`src/periph_bank_consts.svh`:
```
// register offsets, field positions and reset values of the peripheral control bank
// assumes inclusion by bare name from the package and the bank module
`ifndef PERIPH_BANK_CONSTS_SVH
`define PERIPH_BANK_CONSTS_SVH

`define ADDR_W              3
`define OFF_PWM_T1          3'h0
`define OFF_T23             3'h1
`define OFF_CMP             3'h2
`define OFF_PULL_DOWN       3'h3
`define OFF_OPEN_DRAIN      3'h4
`define OFF_PULL_HIGH       3'h5
`define OFF_WATCHDOG        3'h6

`define PWM1_EN_BIT         5
`define T1_RUN_BIT          3
`define T1_PS_LSB           0
`define T3_RUN_BIT          7
`define T2_RUN_BIT          6
`define T3_PS_LSB           3
`define T2_PS_LSB           0
`define CMP_RESULT_BIT      2
`define AFS_LSB             0
`define WD_ON_BIT           7
`define EIS_BIT             6
`define WD_PS_ON_BIT        5
`define WD_PS_LSB           2

`define PWM_T1_MASK         8'h2F
`define T23_MASK            8'hFF
`define CMP_WR_MASK         8'h03
`define WD_MASK             8'hFC

`define RST_CTRL            8'h00
`define RST_PORT_CFG        8'hFF
`define ZERO_BYTE           8'h00

`endif

```
`src/periph_bank_pkg.sv`:
```
// types shared by the peripheral control bank
// assumes the consts header is on the include path
`default_nettype none
`include "periph_bank_consts.svh"

package periph_bank_pkg;

   typedef enum logic [1:0] {
      afs_off      = 2'b00,
      afs_cmp_io   = 2'b01,
      afs_cmp_pin  = 2'b10,
      afs_opamp    = 2'b11
   } analog_fn_e;

   typedef struct packed {
      logic [7:0] pwm_timer_one_control;
      logic [7:0] timer_two_three_control;
      logic [1:0] analog_function_sel;
      logic       cmp_result;
      logic [7:0] pull_down_control;
      logic [7:0] open_drain_control;
      logic [7:0] pull_high_control;
      logic [7:0] watchdog_control;
      logic [7:0] rdata;
      logic [8:0] t1_div;
      logic [8:0] t2_div;
      logic [8:0] t3_div;
      logic [8:0] wd_div;
      logic       pwm_ch_one_enable;
      logic       timer_one_run;
      logic       timer_two_run;
      logic       timer_three_run;
      logic       watchdog_on;
      logic       cmp_enable;
      logic       opamp_enable;
      logic       cmp_pin_drive;
      logic       ext_irq_enable;
      logic       p51_oe;
      logic       p51_out;
      logic       p60_oe;
      logic       p60_out;
      logic       p50_oe;
      logic       p50_out;
      logic       port5_bit0_read;
      logic       ext_irq_n;
      logic [7:0] p6_pull_down_en;
      logic [7:0] p5_open_drain_en;
      logic [7:0] pull_up_en;
   } bank_state_s;

endpackage

`default_nettype wire

```
`src/peripheral_control_bank.sv`:
```
// peripheral control bank: seven byte-wide control/status registers and pin takeover
// assumes a synchronous cpu-side port and pin-side signals already in the clk domain
//
// Overview of operation
// - pwm one enable 0 keeps port pin; 1 drives pwm, forces output direction.
// - bit 4 of pwm/timer-one register always reads zero.
// - timer-one run bit 3 stops timer at 0, runs it at 1.
// - timer-one prescale bits 2..0 divide by 2^(code+1).
// - timer control bit 7 turns timer three on, default off.
// - timer control bit 6 turns timer two on, default off.
// - timer-three prescale bits 5..3 divide 1:2 up to 1:256.
// - timer-two prescale bits 2..0 divide 1:2 up to 1:256.
// - comparator register bits 7..3 always read zero.
// - comparator register bit 2 shows live comparator result.
// - function select: off, comparator, comparator on pin, op-amp on pin.
// - pull-down bit n at 0 enables port6 pin n pull-down.
// - open-drain bit n at 0 makes port5 pin n open-drain.
// - pull-high bits 7..4 port6, 3..0 port5; 0 enables pull-up.
// - pull-down, open-drain, pull-high registers fully read/write.
// - watchdog bit 7 enables watchdog, read/write.
// - watchdog bit 6 makes port5 pin0 the active-low interrupt input.
// - interrupt path masked when select is 0; pin still readable when 1.
// - watchdog bit 5 at 0 gives rate 1:1, else prescale field.
// - watchdog prescale 1:2 to 1:256; bits 1..0 read zero.
// - direction bit 1 makes pin input, 0 makes it output.
//
// Chosen here: the register addresses and the plain strobed port.
`default_nettype none
`include "periph_bank_consts.svh"

module peripheral_control_bank #(
   parameter int DIV_W = 9
) (
   input  wire logic                 clk,
   input  wire logic                 rst_b,
   input  wire logic [`ADDR_W-1:0]   addr,
   input  wire logic [7:0]           wdata,
   input  wire logic                 wr,
   input  wire logic                 rd,
   output logic [7:0]                rdata,
   input  wire logic                 cmp_raw,
   input  wire logic                 pwm1_wave,
   input  wire logic                 cmp_pin_src,
   input  wire logic                 port5_direction_b0,
   input  wire logic                 port5_direction_b1,
   input  wire logic                 port6_direction_b0,
   input  wire logic                 port5_bit0_data,
   input  wire logic                 port5_bit1_data,
   input  wire logic                 port6_bit0_data,
   input  wire logic                 port5_bit0_in,
   output logic                      pwm_ch_one_enable,
   output logic                      timer_one_run,
   output logic                      timer_two_run,
   output logic                      timer_three_run,
   output logic                      timer_one_tick,
   output logic                      timer_two_tick,
   output logic                      timer_three_tick,
   output logic                      watchdog_on,
   output logic                      watchdog_tick,
   output logic                      cmp_enable,
   output logic                      opamp_enable,
   output logic                      cmp_pin_drive,
   output logic                      ext_irq_enable,
   output logic                      ext_irq_n,
   output logic                      port5_bit0_read,
   output logic                      p50_out,
   output logic                      p50_oe,
   output logic                      p51_out,
   output logic                      p51_oe,
   output logic                      p60_out,
   output logic                      p60_oe,
   output logic [7:0]                p6_pull_down_en,
   output logic [7:0]                p5_open_drain_en,
   output logic [7:0]                pull_up_en
);

   periph_bank_pkg::bank_state_s st;
   periph_bank_pkg::bank_state_s next_st;

   // ratio 2^(code+1): terminal count for a free-running divider
   function automatic logic [8:0] div_limit(input logic [2:0] code);
      div_limit = 9'((9'h002 << code) - 9'h001);
   endfunction

   // one tick per ratio period while enabled; counter parks at zero when stopped
   function automatic logic [8:0] div_step(input logic [8:0] cnt, input logic run,
                                           input logic [8:0] lim);
      if (!run)
         div_step = 9'h000;
      else if (cnt >= lim)
         div_step = 9'h000;
      else
         div_step = 9'(cnt + 9'h001);
   endfunction

   logic [2:0] t1_code;
   logic [2:0] t2_code;
   logic [2:0] t3_code;
   logic [2:0] wd_code;
   assign t1_code = st.pwm_timer_one_control[`T1_PS_LSB +: 3];
   assign t2_code = st.timer_two_three_control[`T2_PS_LSB +: 3];
   assign t3_code = st.timer_two_three_control[`T3_PS_LSB +: 3];
   assign wd_code = st.watchdog_control[`WD_PS_LSB +: 3];

   logic       wd_ps_on;
   logic       ext_irq_pin_select;
   logic [8:0] wd_lim;
   assign wd_ps_on = st.watchdog_control[`WD_PS_ON_BIT];
   assign ext_irq_pin_select      = st.watchdog_control[`EIS_BIT];
   assign wd_lim   = wd_ps_on ? div_limit(wd_code) : 9'h000;

   periph_bank_pkg::analog_fn_e afs;
   assign afs = periph_bank_pkg::analog_fn_e'(st.analog_function_sel);

   always_comb begin
      next_st = st;
      if (wr) begin
         unique case (addr)
            `OFF_PWM_T1:     next_st.pwm_timer_one_control = wdata & `PWM_T1_MASK;
            `OFF_T23:        next_st.timer_two_three_control = wdata & `T23_MASK;
            `OFF_CMP:        next_st.analog_function_sel = wdata[`AFS_LSB +: 2];
            `OFF_PULL_DOWN:  next_st.pull_down_control = wdata;
            `OFF_OPEN_DRAIN: next_st.open_drain_control = wdata;
            `OFF_PULL_HIGH:  next_st.pull_high_control = wdata;
            `OFF_WATCHDOG:   next_st.watchdog_control = wdata & `WD_MASK;
            default: ;
         endcase
      end
      next_st.cmp_result = cmp_raw;
      next_st.rdata = `ZERO_BYTE;
      if (rd) begin
         unique case (addr)
            `OFF_PWM_T1:     next_st.rdata = st.pwm_timer_one_control & `PWM_T1_MASK;
            `OFF_T23:        next_st.rdata = st.timer_two_three_control;
            `OFF_CMP:        next_st.rdata = {5'b0_0000, st.cmp_result,
                                              st.analog_function_sel};
            `OFF_PULL_DOWN:  next_st.rdata = st.pull_down_control;
            `OFF_OPEN_DRAIN: next_st.rdata = st.open_drain_control;
            `OFF_PULL_HIGH:  next_st.rdata = st.pull_high_control;
            `OFF_WATCHDOG:   next_st.rdata = st.watchdog_control & `WD_MASK;
            default:         next_st.rdata = `ZERO_BYTE;
         endcase
      end

      next_st.pwm_ch_one_enable = st.pwm_timer_one_control[`PWM1_EN_BIT];
      next_st.timer_one_run     = st.pwm_timer_one_control[`T1_RUN_BIT];
      next_st.timer_three_run   = st.timer_two_three_control[`T3_RUN_BIT];
      next_st.timer_two_run     = st.timer_two_three_control[`T2_RUN_BIT];
      next_st.watchdog_on       = st.watchdog_control[`WD_ON_BIT];

      next_st.t1_div = div_step(st.t1_div, st.timer_one_run, div_limit(t1_code));
      next_st.t3_div = div_step(st.t3_div, st.timer_three_run, div_limit(t3_code));
      next_st.t2_div = div_step(st.t2_div, st.timer_two_run, div_limit(t2_code));
      next_st.wd_div = div_step(st.wd_div, st.watchdog_on, wd_lim);

      next_st.cmp_enable    = (afs != periph_bank_pkg::afs_off);
      next_st.opamp_enable  = (afs == periph_bank_pkg::afs_opamp);
      next_st.cmp_pin_drive = (afs == periph_bank_pkg::afs_cmp_pin) ||
                              (afs == periph_bank_pkg::afs_opamp);

      // output enables are active low: 0 means the pin is driven
      if (st.pwm_ch_one_enable) begin
         next_st.p51_oe  = 1'b0;
         next_st.p51_out = pwm1_wave;
      end else begin
         next_st.p51_oe  = port5_direction_b1;
         next_st.p51_out = port5_bit1_data;
      end
      if (st.cmp_pin_drive) begin
         next_st.p60_oe  = 1'b0;
         next_st.p60_out = cmp_pin_src;
      end else begin
         next_st.p60_oe  = port6_direction_b0;
         next_st.p60_out = port6_bit0_data;
      end
      // interrupt use relies on software setting the direction bit to input
      next_st.p50_oe  = port5_direction_b0;
      next_st.p50_out = port5_bit0_data;

      next_st.ext_irq_enable  = ext_irq_pin_select;
      next_st.ext_irq_n       = ext_irq_pin_select ? port5_bit0_in : 1'b1;
      next_st.port5_bit0_read = port5_bit0_in;

      next_st.p6_pull_down_en  = ~st.pull_down_control;
      next_st.p5_open_drain_en = ~st.open_drain_control;
      next_st.pull_up_en       = ~st.pull_high_control;
   end

   always_ff @(posedge clk or negedge rst_b) begin
      if (!rst_b) begin
         st <= '0;
         st.pull_down_control  <= `RST_PORT_CFG;
         st.open_drain_control <= `RST_PORT_CFG;
         st.pull_high_control  <= `RST_PORT_CFG;
         st.p51_oe             <= 1'b1;
         st.p60_oe             <= 1'b1;
         st.p50_oe             <= 1'b1;
         st.ext_irq_n          <= 1'b1;
      end else begin
         st <= next_st;
      end
   end

   // ticks are registered wrap points of each divider
   logic t1_tick_q;
   logic t2_tick_q;
   logic t3_tick_q;
   logic wd_tick_q;
   always_ff @(posedge clk or negedge rst_b) begin
      if (!rst_b) begin
         t1_tick_q <= 1'b0;
         t2_tick_q <= 1'b0;
         t3_tick_q <= 1'b0;
         wd_tick_q <= 1'b0;
      end else begin
         t1_tick_q <= st.timer_one_run && (st.t1_div >= div_limit(t1_code));
         t2_tick_q <= st.timer_two_run && (st.t2_div >= div_limit(t2_code));
         t3_tick_q <= st.timer_three_run && (st.t3_div >= div_limit(t3_code));
         wd_tick_q <= st.watchdog_on && (st.wd_div >= wd_lim);
      end
   end

   assign rdata             = st.rdata;
   assign pwm_ch_one_enable = st.pwm_ch_one_enable;
   assign timer_one_run     = st.timer_one_run;
   assign timer_two_run     = st.timer_two_run;
   assign timer_three_run   = st.timer_three_run;
   assign timer_one_tick    = t1_tick_q;
   assign timer_two_tick    = t2_tick_q;
   assign timer_three_tick  = t3_tick_q;
   assign watchdog_on       = st.watchdog_on;
   assign watchdog_tick     = wd_tick_q;
   assign cmp_enable        = st.cmp_enable;
   assign opamp_enable      = st.opamp_enable;
   assign cmp_pin_drive     = st.cmp_pin_drive;
   assign ext_irq_enable    = st.ext_irq_enable;
   assign ext_irq_n         = st.ext_irq_n;
   assign port5_bit0_read   = st.port5_bit0_read;
   assign p50_out           = st.p50_out;
   assign p50_oe            = st.p50_oe;
   assign p51_out           = st.p51_out;
   assign p51_oe            = st.p51_oe;
   assign p60_out           = st.p60_out;
   assign p60_oe            = st.p60_oe;
   assign p6_pull_down_en   = st.p6_pull_down_en;
   assign p5_open_drain_en  = st.p5_open_drain_en;
   assign pull_up_en        = st.pull_up_en;

endmodule

`default_nettype wire
```
`config.mk`:
```
export PLATFORM = sky130hd
export DESIGN_NAME = peripheral_control_bank
export DESIGN_NICKNAME = d
export VERILOG_FILES = /design/src/periph_bank_pkg.sv /design/src/peripheral_control_bank.sv
export VERILOG_INCLUDE_DIRS = /design/src /design/src/src
export SDC_FILE = /design/constraint.sdc
export NUM_CORES = 1
export LEC_CHECK = 0
export ABC_CLOCK_PERIOD_IN_PS = 3400
export BUFFER_PORTS_ARGS = -buffer_cell sky130_fd_sc_hd__buf_2
export CELL_PAD_IN_SITES_DETAIL_PLACEMENT = 0
export CELL_PAD_IN_SITES_GLOBAL_PLACEMENT = 2
export CORE_MARGIN = 4
export CORE_UTILIZATION = 39
export DETAILED_ROUTE_END_ITERATION = 6
export PLACE_DENSITY_LB_ADDON = 0.08
export REMOVE_ABC_BUFFERS = 1
export SYNTH_ARGS = -nofsm -noshare
export SYNTH_HDL_FRONTEND = slang
export SYNTH_SLANG_ARGS = --single-unit
export TNS_END_PERCENT = 1
```
`constraint.sdc`:
```
create_clock -name clk -period 3.4 [get_ports clk]
set_input_delay 0 -clock clk [delete_from_list [all_inputs] [get_ports clk]]
set_output_delay 0 -clock clk [all_outputs]
set_load 0.01 [all_outputs]
```
==> results.json <==
{
  "status": "finished, final reports clean",
  "start_util": 0.398,
  "place.gp.congestion": 0.741,
  "synthAdderAreaFrac": 0.0739,
  "fin_crit_ns": 2.75,
  "crit_arrival_ns": 3.02,
  "row_count": 47,
  "hold_start": "wr",
  "synth-edff-count": 0,
  "io_pins": 78,
  "drc": 0,
  "fin_skew_ns": 0.00896,
  "cellPowerDensity_nw_per_um2": 648,
  "final_nets": 723,
  "portBuffers": 77,
  "synthXorXnorAreaFrac": 0.0411,
  "clkLatencyLatePin_ns": 0.42,
  "dr.pass1.iters": 4,
  "post_cts_resized": 0,
  "fill_cells": 1586,
  "drt-total-wl_mm": 13.9,
  "fin_util": 0.470,
  "core_area_sq_um": 16600,
  "clkTransAtPathRegs_ns": 0.06,
  "slew_headroom": 0.511,
  "r2r_cells": 8,
  "synth_mux_area_frac": 0.0818,
  "setup_viol": 0,
  "grt_first_pass_wirelength_mm": 23.7,
  "hpwl_mm": 9.67,
  "async_flop_share": 1.00,
  "startpoint_type": "register",
  "min_period_over_period": 0.810,
  "power_w": 0.00505,
  "worst_slack_ns": 0.645,
  "stdcell_count": 892,
  "whs_path_depth": 4,
  "yosysUniqueCellTypes": 52,
  "worst_pin_slew_ns": 0.732,
  "wl_per_cell_microns": 15.6,
  "placed_cells": 841,
  "grt_pass1_vias": 4510,
  "viasPerCell": 4.87,
  "syn_area_per_cell_sq_um": 11.2,
  "crit_path_start": "st[89]",
  "yosys.area_share.simple": 0.131,
  "drive_gt1_frac": 0.280,
  "cts_tree": "done",
  "synth_flop_cell": "dfrtp_1",
  "reg2reg_from": "st[89]",
  "leakage_nw": 3.63,
  "vias": 4344,
  "endpoint_kind": "register",
  "hold_viol": 0,
  "h-tree-depth": 4,
  "fmax_mhz": 363,
  "pre_cts_ws_ns": 0.663,
  "synth_area_sq_um": 6600,
  "worst_ep_required_time_ns": 3.66,
  "grt_overflow": 0,
  "synth-compound-area-share": 0.0824,
  "fp.dieW_microns": 138,
  "cts_buffer_depth": 2,
  "postSynthRegisterBits": 135,
  "die_area_sq_um": 19100,
  "synthCells": 591,
  "cts_root_buf": "clkbuf_16",
  "maxCapViolations": 0,
  "cp_max_fo": 12,
  "ant_nets": 0,
  "syn_to_final_growth_pct": 18.0,
  "grt_antenna_before_repair": 1,
  "diodes": 0,
  "rsz0062_at_grt": "false",
  "tns_ns": 0,
  "cts-buffers-inserted": 17,
  "synth_top_family_by_area": "simple AND/OR/NAND/NOR gates",
  "path_class": "register to register",
  "drt_iter0_drc": 169,
  "ir_worst_vdd_mv": 0.356,
  "grt_max_degree": 72,
  "yosysSeqAreaShare": 0.517,
  "die_height_microns": 138,
  "cts.sinks": 135,
  "grt_usage": 0.152,
  "hp-class": "input port to register",
  "drv_slew": 0,
  "synth_warnings": 0
}
==> path summary, 6_finish.rpt <==
check	endpoint	slack (ns)
hold / removal	st[130]	0.08
max in group asynchronous	st[115]	2.43
min in group asynchronous	st[43]	0.13
hold reg to reg	timer_two_run	0.42
setup / recovery	st[49]	0.65
setup reg to reg	st[49]	0.65
==> layout make-up <==
| cell class | instances | area [sq um] | share of cell area |
|---|---|---|---|
| Sequential cell | 135 | 3410 | 0.438 |
| Multi-Input combinational cell | 373 | 2730 | 0.350 |
| Timing Repair Buffer | 98 | 609 | 0.0782 |
| Clock buffer | 21 | 470 | 0.0604 |
| Tap cell | 220 | 275 | 0.0353 |
| Clock inverter | 11 | 170 | 0.0218 |
| Inverter | 34 | 128 | 0.0164 |
==> placed cells by master (no fill, tap or decap), types with 19 or more instances in the layout <==
master           n
a21oi_1         20
dlygate4sd3_1   19
xor2_1          19
buf_2           76
ha_1            39
nor2_1          53
o21ai_0         29
dfrtp_1        107
dfstp_2         28
inv_1           34
nand2_1         44
mux2_2          28
==> worst max-delay path: stages, from the launching register on <==
cell and delay, ns:
dfrtp_1 0.49, or3_1 0.43, ha_1 0.26, o31ai_1 0.25
nand2_1 0.09, ha_1 0.30, nand2_1 0.06, o211ai_1 0.60
nor3_1 0.12
==> flip-flops by register name, summed over array words and instances (netlist names), 2 cells and up <==
name              cells
st                   74
p5_open_drain_en      8
p6_pull_down_en       8
pull_up_en            8
rdata                 8
next_st               5
afs                   2
==> kinds of logic after synthesis <==
group	Yosys count
other	1
XOR/XNOR	31
buffers and inverters	86
adder cells (fa/ha/maj)	39
AND/OR/NAND/NOR	170
multiplexers	44
flip-flops	135
AO/OA/AOI/OAI	85
==> Yosys cell counts, drive strengths merged, types with 6 or more instances <==
master / count / area, sq um
nand3: 16 / 80.1
o21ai: 32 / 171
buf: 42 / 310
inv: 34 / 128
nor2b: 7 / 43.8
dfstp: 28 / 736
nand4: 6 / 37.5
a211oi: 7 / 52.6
mux2: 36 / 435
xor2: 19 / 166
mux2i: 6 / 60.1
ha: 39 / 488
xnor2: 12 / 105
nand2: 45 / 171
nor2: 54 / 205
nor3: 16 / 103
o21a: 7 / 52.6
clkbuf: 10 / 37.5
dfrtp: 107 / 2680
a21oi: 20 / 100
==> routing by layer <==
metal | vias up | global-route usage | share of wire
li1 | 2133 | - | -
met1 | 2116 | 0.214 | 0.50
met2 | 80 | 0.228 | 0.45
met3 | 13 | 0.0414 | 0.039
met4 | 2 | 0.0515 | 0.013
met5 | - | 0 | 0.00086
==> power breakdown <==
part           switching [W]  total [W]  internal, W  leakage (nW)
combinational       0.000482   0.000911     0.000429          1.68
clock               0.000694    0.00198      0.00129         0.306
sequential          0.000237    0.00216      0.00192          1.64
total                0.00141    0.00505      0.00364          3.63
==> per-stage QoR <==
stage,hold slack (ns),instance area [sq um]
2_1_floorplan,-0.296,6270
3_3_place_gp,0.0223,6960
3_5_place_dp,0.0330,6960
4_1_cts,0.0569,7790
5_1_grt,0.0768,7790
6_report,0.0756,7790
==> what timing repair did <==
item / CTS / global route
buffers inserted: 0 / 0
hold buffers: 19 / 0
endpoints found under the hold margin: 118 / 0
No activity file was read; power rests on OpenSTA's default activity.
